**src/rcc_pkg.sv**
```systemverilog
// Package of constants and types for the reset cause controller
package rcc_pkg;
	// APB register byte offsets
	localparam logic [7:0] RCC_CAUSE_OFS = 8'h00;
	localparam logic [7:0] RCC_CMD_OFS = 8'h04;
	localparam logic [7:0] RCC_MODE_OFS = 8'h08;
	localparam logic [7:0] RCC_STRAP_OFS = 8'h0c;
	localparam logic [7:0] RCC_CTRL_OFS = 8'h10;
	// Cause register bit positions (one-hot record)
	localparam int RCC_C_POR = 0;
	localparam int RCC_C_EXT = 1;
	localparam int RCC_C_WDG = 2;
	localparam int RCC_C_BMON = 3;
	localparam int RCC_C_CKS = 4;
	localparam int RCC_C_SW = 5;
	localparam int RCC_NCAUSE = 6;
	// Mode register fields
	localparam int RCC_M_WDG_EN = 0;
	localparam int RCC_M_BMON_EN = 1;
	localparam int RCC_M_CKS_EN = 2;
	localparam logic [2:0] RCC_MODE_RST = 3'h0;
	// Control register: bit 0 marks the sequencer back in idle, rearm gap over
	localparam int RCC_CTRL_DONE = 0;
	// Command register key that starts a software hard reset
	localparam logic [31:0] RCC_CMD_KEY = 32'h00000001;
	// Reset values
	localparam logic [5:0] RCC_CAUSE_RST = 6'h01;
	localparam logic [3:0] RCC_STRAP_RST = 4'h0;
	// Timing
	localparam int RCC_CLK_MHZ = 100;
	localparam int RCC_POR_MIN_CYC = 32;
	localparam int RCC_EXT_MIN_CYC = 32;
	localparam int RCC_REARM_CYC = 16;
	// Strap sampling waits this many stable clocks into power-on
	localparam int RCC_STRAP_SETTLE = 8;
	localparam logic [4:0] RCC_REARM_LAST = 5'(RCC_REARM_CYC - 1);
	localparam logic [4:0] RCC_SETTLE_LAST = 5'(RCC_STRAP_SETTLE - 1);
	typedef enum logic [1:0] {
		RCC_ST_IDLE,
		RCC_ST_HOLD,
		RCC_ST_RELEASE,
		RCC_ST_REARM
	} rcc_state_t;
endpackage

```
**src/rcc_ctrl.sv**
```systemverilog
// Reset cause controller: sequencer, open-drain line, straps, APB regs
// What this block does
// - Power-on resets everything except the real-time clock
// - Hard reset spares clock logic and error capture
// - Hard-reset line is open-drain, board pulls up
// - External hard-reset assertion accepted asynchronously
// - External assertion seen only when not driving
// - Drive line low throughout every flow
// - Hard reset aborts transactions, restores defaults
// - Sample four strap pins during power-on
// - Sample straps only after stable clock
// - Straps are inputs in reset, functional after
// - Six reset sources, action by source
// - Software-readable record of last reset cause
// - Enabled watchdog expiry starts hard reset
// - Enabled bus-monitor timeout starts hard reset
// - Checkstop with enable set starts hard reset
// - Command register write starts hard reset
// - Identify cause, synchronise asynchronous causes
// - Every source resets internal logic; clock logic and error capture only on power-on
// - Every source reloads config, drives line, resets core
// - No source raises the soft reset interrupt
// - Line stays asserted through configuration after power-on
// - Hard reset reuses latched straps, no resample
// - Wait 16 cycles after negation before rechecking
//
// The placing of the registers and the APB interface to the registers were decided locally.
`timescale 1ns/10ps
module rcc_ctrl (
	input wire logic MCLK_IN,
	input wire logic NRST_IN,
	input wire logic POWER_ON_INPUT_N_IN,
	input wire logic HARD_RESET_LINE_IN,
	output logic HARD_RESET_LINE_OUT,
	output logic HARD_RESET_LINE_OE_OUT,
	input wire logic [3:0] BOOT_SRC_IN,
	input wire logic WDG_EXPIRE_IN,
	input wire logic BMON_TIMEOUT_IN,
	input wire logic CHECKSTOP_IN,
	input wire logic CFG_DONE_IN,
	output logic FULL_RESET_N_OUT,
	output logic HARD_RESET_N_OUT,
	output logic CORE_RESET_N_OUT,
	output logic CFG_LOAD_OUT,
	output logic STRAP_FUNC_OUT,
	output logic [3:0] BOOT_SRC_OUT,
	output logic SOFT_RESET_INT_OUT,
	input wire logic PSEL,
	input wire logic PENABLE,
	input wire logic PWRITE,
	input wire logic [7:0] PADDR,
	input wire logic [31:0] PWDATA,
	output logic [31:0] PRDATA,
	output logic PREADY,
	output logic PSLVERR
);
	import rcc_pkg::*;

	logic por_sync;
	logic line_sync;
	rcc_state_t state_reg, state_next;
	logic [4:0] cnt_reg, cnt_next;
	logic [5:0] cause_reg, cause_next;
	logic [2:0] mode_reg;
	logic [3:0] strap_reg;
	logic strap_taken_reg;
	logic [4:0] settle_reg;
	logic sw_req_reg;
	logic drive_reg;
	logic por_flow_reg;
	logic [31:0] prdata_next;

	// Power-on and external line cross through synchronisers
	rcc_sync u_por_sync (
		.clk_in(MCLK_IN),
		.nrst_in(NRST_IN),
		.d_in(~POWER_ON_INPUT_N_IN),
		.q_out(por_sync)
	);
	rcc_sync u_line_sync (
		.clk_in(MCLK_IN),
		.nrst_in(NRST_IN),
		.d_in(~HARD_RESET_LINE_IN),
		.q_out(line_sync)
	);

	// Internal causes gated by their enables
	wire wdg_hit = WDG_EXPIRE_IN & mode_reg[RCC_M_WDG_EN];
	wire bmon_hit = BMON_TIMEOUT_IN & mode_reg[RCC_M_BMON_EN];
	wire cks_hit = CHECKSTOP_IN & mode_reg[RCC_M_CKS_EN];
	// Line low while we are not pulling it means an external agent
	wire idle_st = (state_reg == RCC_ST_IDLE);
	wire ext_hit = idle_st & line_sync & ~drive_reg;
	wire int_hit = wdg_hit | bmon_hit | cks_hit | sw_req_reg;
	wire any_hit = idle_st & (ext_hit | int_hit);

	// APB decode, zero wait states
	wire apb_wr = PSEL & PENABLE & PWRITE;
	wire apb_rd = PSEL & ~PWRITE;
	wire hit_cause = (PADDR == RCC_CAUSE_OFS);
	wire hit_cmd = (PADDR == RCC_CMD_OFS);
	wire hit_mode = (PADDR == RCC_MODE_OFS);
	wire hit_strap = (PADDR == RCC_STRAP_OFS);
	wire hit_ctrl = (PADDR == RCC_CTRL_OFS);
	wire hit_any = hit_cause | hit_cmd | hit_mode | hit_strap | hit_ctrl;
	wire sw_write = apb_wr & hit_cmd & (PWDATA == RCC_CMD_KEY);

	// Cause record, fixed priority ext > wdg > bmon > cks > sw
	always_comb begin
		cause_next = cause_reg;
		if (any_hit) begin
			cause_next = '0;
			if (ext_hit)
				cause_next[RCC_C_EXT] = 1'b1;
			else if (wdg_hit)
				cause_next[RCC_C_WDG] = 1'b1;
			else if (bmon_hit)
				cause_next[RCC_C_BMON] = 1'b1;
			else if (cks_hit)
				cause_next[RCC_C_CKS] = 1'b1;
			else
				cause_next[RCC_C_SW] = 1'b1;
		end
	end

	// Sequencer: hold line, wait config done, release, rearm gap
	always_comb begin
		state_next = state_reg;
		cnt_next = cnt_reg;
		case (state_reg)
			RCC_ST_IDLE: begin
				if (any_hit)
					state_next = RCC_ST_HOLD;
			end
			RCC_ST_HOLD: begin
				// Config loader must finish before release
				if (CFG_DONE_IN)
					state_next = RCC_ST_RELEASE;
			end
			RCC_ST_RELEASE: begin
				// Pull-up must be seen before the rearm count
				if (!line_sync) begin
					state_next = RCC_ST_REARM;
					cnt_next = '0;
				end
			end
			RCC_ST_REARM: begin
				cnt_next = cnt_reg + 5'h01;
				if (cnt_reg == RCC_REARM_LAST)
					state_next = RCC_ST_IDLE;
			end
			default: state_next = RCC_ST_IDLE;
		endcase
	end

	// State; power-on overrides everything and restarts the hold
	always_ff @(posedge MCLK_IN or negedge NRST_IN) begin
		if (!NRST_IN) begin
			state_reg <= RCC_ST_HOLD;
			cnt_reg <= '0;
		end else if (por_sync) begin
			state_reg <= RCC_ST_HOLD;
			cnt_reg <= '0;
		end else begin
			state_reg <= state_next;
			cnt_reg <= cnt_next;
		end
	end

	// Cause register; power-on wins over any other record
	always_ff @(posedge MCLK_IN or negedge NRST_IN) begin
		if (!NRST_IN)
			cause_reg <= RCC_CAUSE_RST;
		else if (por_sync)
			cause_reg <= RCC_CAUSE_RST;
		else
			cause_reg <= cause_next;
	end

	// Mode and software request; cleared by hard reset, one-shot
	always_ff @(posedge MCLK_IN or negedge NRST_IN) begin
		if (!NRST_IN) begin
			mode_reg <= RCC_MODE_RST;
			sw_req_reg <= 1'b0;
		end else if (state_reg == RCC_ST_HOLD) begin
			mode_reg <= RCC_MODE_RST;
			sw_req_reg <= 1'b0;
		end else begin
			if (apb_wr & hit_mode)
				mode_reg <= PWDATA[2:0];
			// Request waits for idle so a rearm gap does not lose it
			sw_req_reg <= sw_write | (sw_req_reg & ~idle_st);
		end
	end

	// Strap capture: only during power-on, after settle clocks
	always_ff @(posedge MCLK_IN or negedge NRST_IN) begin
		if (!NRST_IN) begin
			strap_reg <= RCC_STRAP_RST;
			strap_taken_reg <= 1'b0;
			settle_reg <= '0;
		end else if (por_sync) begin
			if (settle_reg != RCC_SETTLE_LAST)
				settle_reg <= settle_reg + 5'h01;
			else begin
				strap_reg <= BOOT_SRC_IN;
				strap_taken_reg <= 1'b1;
			end
		end else begin
			// Hard reset keeps the latched value
			settle_reg <= '0;
		end
	end

	// Power-on flow flag: clock logic reset only on this path
	always_ff @(posedge MCLK_IN or negedge NRST_IN) begin
		if (!NRST_IN)
			por_flow_reg <= 1'b1;
		else if (por_sync)
			por_flow_reg <= 1'b1;
		else if (state_reg == RCC_ST_RELEASE)
			por_flow_reg <= 1'b0;
	end

	// Open-drain drive: only low or released
	always_ff @(posedge MCLK_IN or negedge NRST_IN) begin
		if (!NRST_IN) begin
			drive_reg <= 1'b1;
			HARD_RESET_LINE_OUT <= 1'b0;
			HARD_RESET_LINE_OE_OUT <= 1'b1;
		end else begin
			drive_reg <= por_sync | (state_next == RCC_ST_HOLD);
			HARD_RESET_LINE_OUT <= 1'b0;
			HARD_RESET_LINE_OE_OUT <= por_sync |
				(state_next == RCC_ST_HOLD);
		end
	end

	// Reset outputs to the rest of the chip
	always_ff @(posedge MCLK_IN or negedge NRST_IN) begin
		if (!NRST_IN) begin
			FULL_RESET_N_OUT <= 1'b0;
			HARD_RESET_N_OUT <= 1'b0;
			CORE_RESET_N_OUT <= 1'b0;
			CFG_LOAD_OUT <= 1'b0;
			STRAP_FUNC_OUT <= 1'b0;
			BOOT_SRC_OUT <= RCC_STRAP_RST;
			SOFT_RESET_INT_OUT <= 1'b0;
		end else begin
			// Clock logic and error capture reset only on power-on
			FULL_RESET_N_OUT <= ~por_sync;
			HARD_RESET_N_OUT <= (state_next != RCC_ST_HOLD) &
				~por_sync;
			CORE_RESET_N_OUT <= (state_next != RCC_ST_HOLD) &
				~por_sync;
			// Loader runs once power-on has dropped and straps are held
			CFG_LOAD_OUT <= (state_next == RCC_ST_HOLD) & ~por_sync &
				strap_taken_reg;
			STRAP_FUNC_OUT <= idle_st & ~drive_reg;
			BOOT_SRC_OUT <= strap_reg;
			SOFT_RESET_INT_OUT <= 1'b0;
		end
	end

	// Read mux
	always_comb begin
		prdata_next = '0;
		if (hit_cause)
			prdata_next[5:0] = cause_reg;
		else if (hit_mode)
			prdata_next[2:0] = mode_reg;
		else if (hit_strap)
			prdata_next[3:0] = strap_reg;
		else if (hit_ctrl)
			prdata_next[RCC_CTRL_DONE] = idle_st;
	end

	// APB answer registered: ready in the first access cycle
	always_ff @(posedge MCLK_IN or negedge NRST_IN) begin
		if (!NRST_IN) begin
			PRDATA <= '0;
			PREADY <= 1'b0;
			PSLVERR <= 1'b0;
		end else begin
			PRDATA <= apb_rd ? prdata_next : '0;
			PREADY <= PSEL & ~PENABLE;
			PSLVERR <= PSEL & ~PENABLE & ~hit_any;
		end
	end
endmodule

```
**src/rcc_sync.sv**
```systemverilog
// Two-stage synchroniser for the asynchronous reset pins
`timescale 1ns/10ps
module rcc_sync (
	input wire logic clk_in,
	input wire logic nrst_in,
	input wire logic d_in,
	output logic q_out
);
	logic meta_reg;
	// First stage only feeds the second, keeps metastability contained
	always_ff @(posedge clk_in or negedge nrst_in) begin
		if (!nrst_in) begin
			meta_reg <= 1'b0;
			q_out <= 1'b0;
		end else begin
			meta_reg <= d_in;
			q_out <= meta_reg;
		end
	end
endmodule

```
**config.mk**
```make
export PLATFORM = sky130hd
export DESIGN_NAME = rcc_ctrl
export DESIGN_NICKNAME = d
export VERILOG_FILES = /design/src/rcc_pkg.sv /design/src/rcc_ctrl.sv /design/src/rcc_sync.sv
export SDC_FILE = /design/constraint.sdc
export NUM_CORES = 1
export LEC_CHECK = 0
export BUFFER_PORTS_ARGS = -buffer_cell sky130_fd_sc_hd__buf_2
export CAP_MARGIN = 20
export CORE_MARGIN = 2
export CORE_UTILIZATION = 47
export CTS_CLUSTER_SIZE = 10
export DETAILED_ROUTE_END_ITERATION = 7
export GPL_ROUTABILITY_DRIVEN = 0
export PLACE_DENSITY = 0.79
export SLEW_MARGIN = 10
export SYNTH_ARGS = -nofsm -noshare
export SYNTH_HDL_FRONTEND = slang
export SYNTH_SLANG_ARGS = --single-unit
```
**constraint.sdc**
```tcl
create_clock -name MCLK_IN -period 1.85 [get_ports MCLK_IN]
set_input_delay 0.0925 -clock MCLK_IN [delete_from_list [all_inputs] [get_ports MCLK_IN]]
set_output_delay 0.0925 -clock MCLK_IN [all_outputs]
set_load 0.1 [all_outputs]
```
# Yosys cells after proc, flatten, opt, wreduce, memory -nomap -nowiden
# Index checks and enable logic that the tools add are counted.
# W data, S select, Z words.
dict set report totals {
  reg_bits 48
  input_bits 55
  out_inout_bits 46
  word_cells 114
}
dict set report classes {
  addsub 2
  bitwise_logic 38
  reduce_logical 7
  n_mux 32
  eq_ne 14
}
# cell count
set ops {}
lappend ops {{$eq A32 B1 Y1 const B} 1}
lappend ops {{$mux W5} 4}
lappend ops {{$and A1 B1 Y1} 19}
lappend ops {{$mux W6} 3}
lappend ops {{$eq A8 B4 Y1 const B} 2}
lappend ops {{$mux W3} 5}
lappend ops {{$mux W2} 7}
lappend ops {{$add A5 B1 Y5 const B} 2}
lappend ops {{$or A1 B1 Y1} 10}
lappend ops {{$pmux W5 S2} 1}
lappend ops {{$mux W1} 9}
lappend ops {{$not A1 Y1} 9}
lappend ops {{$eq A8 B3 Y1 const B} 1}
lappend ops {{$eq A8 B5 Y1 const B} 1}
lappend ops {{$logic_not A8 Y1} 1}
lappend ops {{$mux W4} 2}
lappend ops {{$pmux W2 S4} 1}
lappend ops {{$eq A5 B4 Y1 const B} 1}
lappend ops {{$ne A5 B3 Y1 const B} 1}
lappend ops {{$eq A2 B1 Y1 const B} 2}
lappend ops {{$eq A2 B2 Y1 const B} 2}
lappend ops {{$reduce_and A2 Y1} 2}
lappend ops {{$reduce_bool A2 Y1} 2}
lappend ops {{$ne A3 B3 Y1 const B} 1}
lappend ops {{4 further kinds} 4}

# Longest topological paths before layout
# Gate-level depths: netlist of the first run.
dict set report depth {
  word_depth 11
  depth_mapped 7
  mapped_depth_nobuf 7
}

# Cells and area by module
# A second synthesis of the first run with hierarchy kept.
dict set report hier_totals {
  hier_cells 229
  hier_area_um2 2363.5
}
# mod cells_each n_inst seq_area_each_um2 area_each_um2
set modules_own_cells {}
lappend modules_own_cells {rcc_ctrl 225 1 1104.8 2263.4}
lappend modules_own_cells {rcc_sync 2 2 50.0 50.0}

# Least setup slack after synthesis of the first run
# Ideal clock, no wire load.
dict set report synth_timing {
  path_kind {reg-to-reg}
  startpoint {reg drive_reg}
  endpoint {reg drive_reg}
  arrival_time_ns 1.672
  period_less_slack_ns 1.749
  setup_slack_ns 0.101
  setup_ns 0.077
  required_ns 1.773
  path_buffers 0
  path_stages_with_launch 5
  path_cell_list {dfstp_2 -> nand2b_1 -> a41oi_2 -> or3_1 -> o21a_1}
}
dict set report synth_between {
  elab_chain_len 8
}
# element line_no
set synth_rtl {}
lappend synth_rtl {{from (decl)} rcc_ctrl.sv:69} ;# logic drive_reg;
lappend synth_rtl {{from (signal assigned)} rcc_ctrl.sv:232} ;# drive_reg <= por_sync | (state_next == RCC_ST_HOLD);
lappend synth_rtl {{$not A1 Y1} rcc_ctrl.sv:93} ;# wire ext_hit = idle_st & line_sync & ~drive_reg;
lappend synth_rtl {{$and A1 B1 Y1} rcc_ctrl.sv:93}
lappend synth_rtl {{$or A1 B1 Y1} rcc_ctrl.sv:95} ;# wire any_hit = idle_st & (ext_hit | int_hit);
lappend synth_rtl {{$and A1 B1 Y1} rcc_ctrl.sv:95}
lappend synth_rtl {{$mux W2} rcc_ctrl.sv:132} ;# if (any_hit)
lappend synth_rtl {{$pmux W2 S4} rcc_ctrl.sv:130} ;# case (state_reg)
lappend synth_rtl {{$eq A2 B1 Y1} rcc_ctrl.sv:232}
lappend synth_rtl {{$or A1 B1 Y1} rcc_ctrl.sv:232}
# Every way passes these cells.
# A chain may end at the register's enable or synchronous reset.

# Final worst setup path of the first run
dict set report layout_timing {
  startpoint {reg cnt_reg[0]}
  endpoint {reg drive_reg}
}
dict set report layout_between {
  elab_chain_len 5
}
# element line_no
set layout_rtl {}
lappend layout_rtl {{from (decl)} rcc_ctrl.sv:62} ;# logic [4:0] cnt_reg, cnt_next;
lappend layout_rtl {{from (signal assigned)} rcc_ctrl.sv:166} ;# cnt_reg <= cnt_next;
lappend layout_rtl {{$eq A5 B4 Y1} rcc_ctrl.sv:149} ;# if (cnt_reg == RCC_REARM_LAST)
lappend layout_rtl {{$mux W2} rcc_ctrl.sv:149}
lappend layout_rtl {{$pmux W2 S4} rcc_ctrl.sv:130}
lappend layout_rtl {{$eq A2 B1 Y1} rcc_ctrl.sv:232}
lappend layout_rtl {{$or A1 B1 Y1} rcc_ctrl.sv:232}
# Every way passes these cells.

==> results of run 1 <==
-- placed cells by master (no fill, tap or decap), drive strengths merged, types with 3 or more instances in the layout --
cell,count
or3,3
dfstp,3
and3,5
inv,7
nor2b,5
dlygate4sd3,4
nor4,7
o21ai,5
or2,3
a32o,4
conb,28
nand2b,4
nor2,22
clkbuf,7
nor3,5
xor2,3
nand3,5
dfrtp,45
nand2,12
nand4b,3
buf,77
mux2i,4
a22oi,5
a21oi,7
ha,3
mux2,7
-- per-stage QoR --
stage,setup slack [ns],utilization [%]
floorplan,0.1009,-
global placement,0.1549,56.39
detailed placement,0.04209,56.39
CTS,0.0009723,59.89
global route,-0.01861,60.66
finish,0.05978,60.66
-- path summary, 6_finish.rpt --
path | start | endpoint | slack [ns] | depth (start not counted)
max | cnt_reg[0] | drive_reg | 0.06 | 7
min | BOOT_SRC_IN[1] | strap_reg[1] | 0.01 | 2
max reg2reg | cnt_reg[0] | drive_reg | 0.06 | 7
min reg2reg | u_por_sync.meta_reg | u_por_sync.q_out | 0.35 | 0
max in group asynchronous | NRST_IN | PRDATA[1] | 0.98 | 3
min in group asynchronous | NRST_IN | cause_reg[1] | 0.30 | 2
-- per-layer routing --
layer / part of all wire, % / GRT usage (%) / vias to the layer above
li1: - / - / 867
met1: 39 / 21.96 / 907
met2: 51 / 32.15 / 94
met3: 8.0 / 5.087 / 12
met4: 2.1 / 8.532 / 0
met5: 0 / 0 / -
-- worst register-to-register path, delay by kind of cell (launching register included) --
family,cells,cell delay [ns]
fa+ha+maj,2,0.33
simple gates,3,0.60
flops,1,0.38
compound gates,2,0.41
-- cells by family (layout without fill, tap and decap cells) --
kind of cell             after synthesis  in the layout  synth area share (%)
AO/OA/AOI/OAI                         31             31                 10.03
XOR/XNOR                               3              3                 1.121
flip-flops                            48             48                 51.39
adder cells (fa/ha/maj)                3              3                 1.601
other                                  1             28                0.1599
AND/OR/NAND/NOR                       80             80                 19.32
buffers and inverters                 41             96                 11.31
multiplexers                          11             11                 5.070
-- synth_stat cells, types with 5 or more instances --
master and n:
sky130_fd_sc_hd__a21oi_1 6, sky130_fd_sc_hd__a22oi_1 5, sky130_fd_sc_hd__and3_1 5, sky130_fd_sc_hd__buf_4 29
sky130_fd_sc_hd__dfrtp_1 45, sky130_fd_sc_hd__inv_1 7, sky130_fd_sc_hd__mux2_2 7, sky130_fd_sc_hd__nand2_1 12
sky130_fd_sc_hd__nand3_1 5, sky130_fd_sc_hd__nor2_1 22, sky130_fd_sc_hd__nor2b_1 5, sky130_fd_sc_hd__nor4_1 6
sky130_fd_sc_hd__o21ai_0 5
-- report_power, final --
part	switching [uW]	leakage [uW]	internal [uW]
Clock	334	0.0000645	477
Combinational	596	0.000746	135
Sequential	46.9	0.000621	1110
-- what timing repair did --
item                       in CTS  in global routing
hold endpoints to repair       23                  0
buffers inserted                0                  1
hold buffers                    4                  0
setup endpoints to repair       0                  2
resized for setup               0                  8
-- layout make-up --
cell class	instances	area, um2	share of cell area (%)
Multi-Input combinational cell	156	1005	34.84
Clock inverter	1	30.03	1.041
Timing Repair Buffer	81	437.9	15.18
Clock buffer	7	96.34	3.341
Inverter	7	26.28	0.9111
Tap cell	67	83.83	2.907
Sequential cell	48	1205	41.78
==> metrics list, run 1 <==
- The area growth from synthesis to layout is 23.00%.
- Start-to-end type of the worst setup path: reg -> reg
* Layout Skew: 0.009338 ns
- For this design the ratio of total power to cell area is 937.1 nW/um2.
- In this run the tool buffered the top-level ports with 72 buffer cells.
- Share of the synthesized area in the top cell type: 48.03%
- The finished layout holds 367 standard cells, fillers aside.
- STA puts the critical path data arrival time at 2.02 ns.
* Share of post-route cells with drive strength above 1: 37.00%
* Post-Place Cells: 354
- Worst path top cell family by delay: simple AND/OR/NAND/NOR gates
* Final HPWL DP: 3782 um
* Core region area: 4755 um2
- The number of antenna diodes in the final layout is 0.
- Total overflow reported by the global router: 0
- Once placement finished, the instance area stood at 2681 um2.
- Number of flops mapped to enable cells by yosys: 0
* Final worst path period share: 96.77%
- Crit path launch type: flip-flop
* Mean number of vias per cell: 5.123
- Relative max-transition margin: 64.71%
- Entering global routing, the biggest net connects 26 pins.
- Height of the die: 74.63 um
* DIE AREA: 5570 um2
* Endpoint type of the worst setup path: flip-flop
- Row count: 25
- The worst-case IR drop observed on VDD is 498.8 uV.
* Number of antenna violations at the first check in global routing: 0
- The final hold violation count came to 0.
- Setup violators final: 0
* TritonCTS buffer count: 5
* Area of all placed cells without fillers: 2884 um2
- In this run, synthesis produced a sequential element count of 48.
* Longest Clk Path Bufs: 2
- For this block, the routed nets add up to 5129 um of wire.
- The Yosys step of the flow raised 0 warnings.
- Clock-pin slew was measured on the worst setup and hold paths at 0.08 ns.
- Number of fill cells in the layout: 444
- The critical path goes through ha_2, and3_4, ha_4, nand2_2, a32o_2, or3_4, o21a_1.
* Later-pin clock latency in the skew report: 0.31 ns
- Post-route antenna net violation count: 0
- The first global-routing pass estimated 7672 um of wire.
- First-pass detailed-route iteration total: 5
- Overall Global Routing Usage: 18.72%
* Vias: 1880
- The critical path contains buffers and inverters numbering 0 combined.
- Post-synthesis cell count: 218
- Overall power: 2703 uW
- DRT iter0 DRCs: 97
* Dominant cells by area after synthesis: sky130_fd_sc_hd__dfrtp_1, sky130_fd_sc_hd__buf_4, sky130_fd_sc_hd__nor2_1, sky130_fd_sc_hd__dfstp_2, sky130_fd_sc_hd__mux2_2
* Routed length per placed instance: 13.98 um
- The tool flagged a number of max-cap violations equal to 0.
- Of all flip-flops after synthesis, the portion carrying an async set or reset was 100.0%.
- Of the synthesized area, sequential elements account for 51.39%.
* Slew @ Worst Pin: 0.5293 ns
- Floorplan die width: 74.63 um
- The worst path needs 1.790 ns of the cycle, external delays included.
* Longest individual stage delay on the worst path: 0.38 ns
* Initial core utilization: 49.32%
- In the routed design, unresolved DRC markers number 0.
- Aggregate negative setup slack: 0 ns
- The path class of the tightest hold or removal check is in -> reg.
- Leakage: 0.001432 uW
* Required time at the worst-slack endpoint: 2.08 ns
* Slowest stage cell on the critical path: sky130_fd_sc_hd__dfrtp_1
* Post-synth top flop: sky130_fd_sc_hd__dfrtp_1
- Number of global-route vias before repair: 1771
- Based on the critical path, the design can be clocked at up to 0.5586 GHz.
- Number of sinks handled by clock tree synthesis: 48
* Number of top-level design ports: 101
- Fin nets: 357
- Largest driver fanout on the critical path: 3
* Post-synthesis instance area: 2345 um2
* Max-slew violation count: 0
* Root buffer cell: sky130_fd_sc_hd__clkbuf_8
* CTS H-tree lvls: 2
- TritonCTS built the clock tree.
- Hold is met by 0.009856 ns.
- Dividing the synthesized area by the synthesized cell count gives 10.76 um2.
- Counting distinct cell types in the post-synthesis netlist gives 46.
* Cell taking the most area after synthesis: sky130_fd_sc_hd__dfrtp_1
* Run status: completed
No activity file was read; power rests on OpenSTA's default activity.
==> run 2, diff against run 1 <==
Settings changed: CORE_UTILIZATION 47 to 30, PLACE_DENSITY 0.79 to not set.
==> run 2 against run 1 <==
Effect of this change: first-iteration DRC count is 35% lower; register-to-register slack better by 0.08 ns; total power up 3.5%; maximum frequency rose by 4.8%; non-clock buffer count is 2 higher; critical endpoint is now CORE_RESET_N_OUT.
==> metrics list, run 2 (synthesis gave the netlist of run 1 again) <==
* Most common library cell in the layout ignoring fill and taps: sky130_fd_sc_hd__buf_2
- The post-route fraction of the period consumed by the critical path is 92.37% (-4.4 points).
* Filler-free cell count of the finished design: 404 (+10%)
* Floorplan die width: 92.41 um (+24%)
- The final hold violation count came to 0 (unchanged).
- The number of instances in the placed design came to 390 (+10%).
- Routed WL: 4963 um (-3.2%)
- The first-pass detailed-route iteration total is 4 (-1).
* Remaining routing DRC violations: 0 (unchanged)
* Initial core utilization: 30.66% (-19 points)
- Class of the tightest hold or removal check: in -> reg
* Root buffer cell: sky130_fd_sc_hd__clkbuf_8
- DIE AREA: 8539 um2 (+53%)
- The total congestion overflow came to 0 (unchanged).
- Setup violators final: 0 (unchanged)
- The via count of the first global-routing pass is 1747 (-1.4%).
* Number of antenna violations at the first check in global routing: 0 (unchanged)
- The fill cell total of the finished layout came to 763 (+72%).
- Routed length per placed instance: 12.28 um (-12%)
* Post-placement worst setup slack: 0.1231 ns (+0.08097 ns)
- Height of the die: 92.41 um (+24%)
- Series of cell instances along the critical path: ha_2, and3_1, ha_1, nand2_1, a32o_1, or3_4, o21ai_0
- Port bufs: 72 (unchanged)
- The core box area was 7647 um2 (+61%).
* Worst Hold Slack: 0.01749 ns (+0.007637 ns)
- The worst-case clock buffer depth was 2 (unchanged).
- Among all stages on the critical path, the largest delay is contributed by sky130_fd_sc_hd__dfrtp_1.
- Leading cell types in the layout, fill and taps excluded: sky130_fd_sc_hd__buf_2, sky130_fd_sc_hd__dfrtp_1, sky130_fd_sc_hd__conb_1
* Max-cap violation count: 0 (unchanged)
- RSZ-0062 raised after global routing: no
* Worst path top cell family by delay: simple AND/OR/NAND/NOR gates
- Maximum number of pins on one net before global-route repair: 25 (-3.8%)
- Leakage: 0.001442 uW (+0.70%)
- The clock-pin slew on the worst setup and hold paths came to 0.09 ns (about the same).
* Largest driver fanout on the critical path: 3 (unchanged)
- The antenna diode count was 0 (unchanged).
- Final worst path period need: 1.709 ns (-0.08133 ns)
* Post-route antenna net violation count: 0 (unchanged)
- Final critical-path setup slack: 0.1411 ns (+0.08133 ns)
- Run status: completed
- Endpoint type of the worst setup path: flip-flop
* Row count: 32 (+28%)
- Share of post-route cells with drive strength above 1: 35.76% (-1.2 points)
* Mean number of vias per cell: 4.470 (-13%)
* Aggregate negative setup slack: 0 ns (unchanged)
- Start-to-end type of the worst setup path: reg -> reg
- Wire length of the first global-routing pass: 7983 um (+4.1%)
- Longest individual stage delay on the worst path: 0.38 ns (about the same)
* Arr. time, crit path: 1.92 ns (-0.10 ns)
- The number of sinks driven by the clock tree was 48 (unchanged).
- Power density over the cells: 952.9 nW/um2 (+1.7%)
* Max Fclk: 0.5852 GHz (+4.8%)
* Peak supply drop: 376.9 uV (-24%)
- The post-detailed-placement half-perimeter wirelength came to 3776 um (-0.14%).
- Fin nets: 359 (+0.56%)
- The number of DRC markers in iteration 0 came to 63 (-35%).
- Crit path launch type: flip-flop
* Overall Global Routing Usage: 11.76% (-7.0 points)
- The worst path required time is 2.06 ns (-0.02 ns).
- The overall via count from detail_route is 1806 (-3.9%).
- TritonCTS built the clock tree.
- Number of top-level design ports: 101 (unchanged)
* TritonCTS buffer count: 5 (unchanged)
- The number of max-slew violations in the final report came to 0 (unchanged).
- The total number of H-tree levels is 2 (unchanged).
- Relative area change from synthesis to final layout: 25.19%
* WP buf/inv: 0 (unchanged)
- The later-pin clock latency in the skew report was 0.30 ns (about the same).
- The worst clock skew on the final layout is 0.01231 ns (+0.002968 ns).
run 2: repair_timing:
action / in CTS / in global routing
endpoints found under the hold margin: 41 / 1
endpoints found under the setup margin: 0 / 2
gates resized for setup: 0 / 2
setup buffers: 0 / 1
hold buffers: 4 / 1
run 2: power by group:
group / switching, uW / leakage [uW] / internal (uW)
clock: 364 / 0.0000687 / 544
combinational: 593 / 0.000752 / 141
sequential: 42.2 / 0.000621 / 1110
run 2: path summary, 6_finish.rpt:
path | from | endpoint | slack (ns) | depth (start not counted)
setup / recovery | cnt_reg[1] | CORE_RESET_N_OUT | 0.14 | 7
hold / removal | BOOT_SRC_IN[1] | strap_reg[1] | 0.02 | 2
setup reg to reg | cnt_reg[1] | CORE_RESET_N_OUT | 0.14 | 7
hold reg to reg | u_por_sync.meta_reg | u_por_sync.q_out | 0.35 | 0
max in group asynchronous | NRST_IN | state_reg[0] | 1.05 | 3
min in group asynchronous | NRST_IN | PRDATA[5] | 0.17 | 2
run 2: through the flow:
stage	power, uW	instance area [um2]	util [%]
floorplan	1792	2446	-
global placement	1894	2733	35.73
finish	2797	2935	38.38
CTS	2814	2910	38.06
global route	2920	2935	38.38
detailed placement	1897	2733	35.73
run 2: final cells by class:
cell class / instances / area [um2] / share of cell area, %
inverter: 7 / 26.28 / 0.8951
multi-input combinational: 156 / 983.4 / 33.50
sequential: 48 / 1205 / 41.05
clock buffer: 5 / 68.82 / 2.344
tap: 102 / 127.6 / 4.348
clock inverter: 3 / 68.82 / 2.344
timing repair buffer: 83 / 455.4 / 15.52
run 2: per-layer routing:
layer  wire length, um  GRT usage (%)
met2              2298          18.86
met5                 0              0
met1              2089          14.62
met3               514          4.068
met4                60          4.478
==> run 3, diff against run 2 <==
Settings changed: ABC_AREA set to 1.
==> run 3 against run 2 <==
Effect of this change: clock-buffer cell count increased by 2; highest routed layer unchanged; clock power is 35% lower; combinational power grew 2.7%; largest cell class unchanged; non-clock buffer count down 3; critical path depth shrank 1; largest power group unchanged; first-iteration DRC count up 60%; clock skew fell by 0.0072 ns; worst setup slack improved by 0.26 ns.
==> metrics list, run 3 <==
- Run status: completed
- Relative max-transition margin: 65.91%
* Max-cap violation count: 0 (unchanged)
- WP buf/inv: 1 (+1)
- CTS tree: built
* Post-route antenna net violation count: 0 (unchanged)
- Worst path top cell family by delay: simple AND/OR/NAND/NOR gates
- The total routing resource utilization after global routing was 12.29% (+0.53 points).
* Most repeated cell in the gate-level netlist after synthesis: sky130_fd_sc_hd__nand2_1
* Number of antenna violations at the first check in global routing: 0 (unchanged)
- The worst path required time is 2.04 ns (-0.02 ns).
- Final Hold Vio Count: 0 (unchanged)
- The maximum number of pins on one net before global-route repair came to 28 (+12%).
- At the pin with the least slew margin, the transition time is 0.5113 ns.
- The first-pass detailed-route iteration total came to 4 (unchanged).
- The number of nets in the final layout came to 444 (+24%).
- Area of all placed cells without fillers: 3012 um2 (+2.6%)
- Relative to the synthesized area, the layout overhead comes to 21.69%.
* Share of post-route cells with drive strength above 1: 25.58% (-10 points)
* CTS H-tree lvls: 2 (unchanged)
- The root buffer cell chosen for the clock tree is sky130_fd_sc_hd__clkbuf_8.
* Post-layout util: 37.21% (-1.2 points)
* Aggregate negative setup slack: 0 ns (unchanged)
- The number of clock buffers inserted by TritonCTS is 5 (unchanged).
- Setup fix buffers added after clock tree synthesis: 0 (unchanged)
* Total overflow reported by the global router: 0 (unchanged)
* Startpoint of the lowest-slack hold path: BOOT_SRC_IN[3]
* DIE AREA: 8992 um2 (+5.3%)
* Average size of a mapped cell: 8.168 um2 (-24%)
* Post-synthesis instance area: 2475 um2 (+5.5%)
* Remaining routing DRC violations: 0 (unchanged)
- Row count: 33 (+3.1%)
- Depth of the worst register-to-register path: 6 (-1)
- The routed length per placed instance is 10.34 um (-16%).
- The slack of the critical path came to 0.4018 ns (+0.2607 ns).
* Clk pin slew, worst setup/hold paths: 0.08 ns (about the same)
- The worst register-to-register path ends at strap_taken_reg.
* Post-synthesis cell count: 303 (+39%)
- The per-cell via count in the routed design came to 4.173 (-6.7%).
- Power density over the cells: 836.1 nW/um2 (-12%)
- The peak fanout along the critical path was 9 (+6).
- The height of the chip is 94.83 um (+2.6%).
* DRT iter0 DRCs: 101 (+60%)
- Reg-to-reg startpoint: settle_reg[0]
- Fraction of registers with async set/reset: 100.0% (unchanged)
* Post-synthesis sequential element count: 48 (unchanged)
- The top cell types in the final layout, fill and taps aside, are sky130_fd_sc_hd__nand2_1, sky130_fd_sc_hd__buf_2, sky130_fd_sc_hd__dfrtp_1.
* Class of the tightest hold or removal check: in -> reg
- Leaving out fill and tap cells, the most frequent cell in the layout is sky130_fd_sc_hd__nand2_1.
* Vias: 2053 (+14%)
* Final HPWL DP: 4079 um (+8.0%)
* Share of the synthesized area in the top cell type: 45.50% (-2.5 points)
- Longest individual stage delay on the worst path: 0.41 ns (+0.03 ns)
- Number of sinks handled by clock tree synthesis: 48 (unchanged)
- The later-pin clock latency in the skew report was 0.30 ns (about the same).
- Hold EP: strap_reg[3]
- Placed cell area: 2860 um2 (+4.7%)
- Floorplan die width: 94.83 um (+2.6%)
- Post-synth top flop: sky130_fd_sc_hd__dfrtp_1
* Ys Warns: 0 (unchanged)
- The post-place setup slack is 0.4135 ns (+0.2904 ns).
- Layout Skew: 0.005082 ns (-0.007224 ns)
* Number of distinct library cells after synthesis: 30 (-35%)
- The worst setup path is captured at a flip-flop.
* Wire length of the first global-routing pass: 8487 um (+6.3%)
* Routed WL: 5088 um (+2.5%)
- Final worst path period share: 78.28% (-14 points)
- Dominant cells by area after synthesis: sky130_fd_sc_hd__dfrtp_1, sky130_fd_sc_hd__nand2_1, sky130_fd_sc_hd__buf_4, sky130_fd_sc_hd__nor2_1, sky130_fd_sc_hd__inv_1
- The core box area was 8093 um2 (+5.8%).
- Start-to-end type of the worst setup path: reg -> reg
* Max Fclk: 0.6905 GHz (+18%)
- Final worst path period need: 1.448 ns (-0.2607 ns)
* Series of cell instances along the critical path: ha_1, nand2_1, inv_1, nand3_1, nor2_4, or2_2
* Number of flops mapped to enable cells by yosys: 0 (unchanged)
* Hold Path Stages: 3 (+1)
* RSZ-0062 raised after global routing: no
- The worst-case clock buffer depth came to 2 (unchanged).
- The antenna diode count is 0 (unchanged).
- The reported leakage power was 0.001607 uW (+11%).
- Port bufs: 72 (unchanged)
- Crit path depth: 6 (-1)
- The reg-to-reg setup timing slack came to 0.40 ns (+0.26 ns).
* Peak supply drop: 270.7 uV (-28%)
* Cell taking the most area after synthesis: sky130_fd_sc_hd__dfrtp_1
* Crit path launch type: flip-flop
* Arr. time, crit path: 1.64 ns (-0.28 ns)
- The starting utilization of the core area came to 30.58% (-0.080 points).
* Max-slew violation count: 0 (unchanged)
- For this design, the slowest cell found on the critical path is sky130_fd_sc_hd__dfrtp_1.
- Number of top-level design ports: 101 (unchanged)
- Sorting the synthesized cells by how often they occur yields sky130_fd_sc_hd__nand2_1, sky130_fd_sc_hd__dfrtp_1, sky130_fd_sc_hd__nor2_1.
* Setup violators final: 0 (unchanged)
- The hold slack was 0.01399 ns (-0.003507 ns).
* Number of global-route vias before repair: 1913 (+9.5%)
- The post-synthesis sequential area ratio was 48.69% (-2.7 points).
-- run 3: cell families (layout without fill, tap and decap cells) --
logic type	count (synthesis)	count (layout)	synth area share, %
simple gates	159	159	28.62
buf+inv	65	122	14.36
flops	48	48	48.69
compound gates	25	25	5.965
fa+ha+maj	3	3	1.517
xor+xnor	2	2	0.7079
other cells	1	28	0.1515
-- run 3: how the worst max path moves through the flow --
stage / start / endpoint / slack [ns]
final: settle_reg[0] / strap_taken_reg / 0.40
after global routing: settle_reg[0] / strap_reg[2] / 0.24
after CTS: settle_reg[0] / strap_taken_reg / 0.40
after detailed placement: settle_reg[0] / strap_taken_reg / 0.41
after global placement: cnt_reg[0] / CORE_RESET_N_OUT / 0.48
after floorplan: drive_reg / cause_reg[2] / 0.26
-- run 3: metrics by stage --
| step | instances | total power (uW) |
|---|---|---|
| 5_1_grt | 492 | 2658 |
| 3_3_place_gp | 477 | 1934 |
| 6_report | 492 | 2518 |
| 2_1_floorplan | 330 | 1831 |
| 3_5_place_dp | 477 | 1945 |
| 4_1_cts | 492 | 2546 |
-- run 3: final cells by class --
type | instances | area (um2)
tap | 105 | 131.4
timing repair buffer | 80 | 450.4
clock buffer | 7 | 76.32
sequential | 48 | 1205
inverter | 34 | 127.6
clock inverter | 1 | 5.005
fill | 860 | 5081
multi-input combinational | 217 | 1016
-- run 3: power by group --
| group | switching [uW] | internal [uW] | total [uW] |
|---|---|---|---|
| clock network | 323 | 265 | 588 |
| logic | 623 | 131 | 754 |
| registers | 54.2 | 1120 | 1180 |
-- run 3: worst reg2reg max path, stage by stage, from the launching register on --
cell	delay (ns)
sky130_fd_sc_hd__dfrtp_1	0.41
sky130_fd_sc_hd__ha_1	0.21
sky130_fd_sc_hd__nand2_1	0.08
sky130_fd_sc_hd__inv_1	0.07
sky130_fd_sc_hd__nand3_1	0.18
sky130_fd_sc_hd__nor2_4	0.09
sky130_fd_sc_hd__or2_2	0.29
-- run 3: what timing repair did --
item                      4_1_cts  5_1_grt
hold endpoints to repair       24        0
hold buffers                    7        0
resized for setup               0        0
-- run 3: metal layers --
metal | global-route usage [%] | up-vias | share of wire, %
li1 | - | 1067 | -
met1 | 15.43 | 917 | 46
met3 | 3.671 | 11 | 5.3
met2 | 20.09 | 58 | 47
met5 | 0 | - | 0
met4 | 4.348 | 0 | 1.9
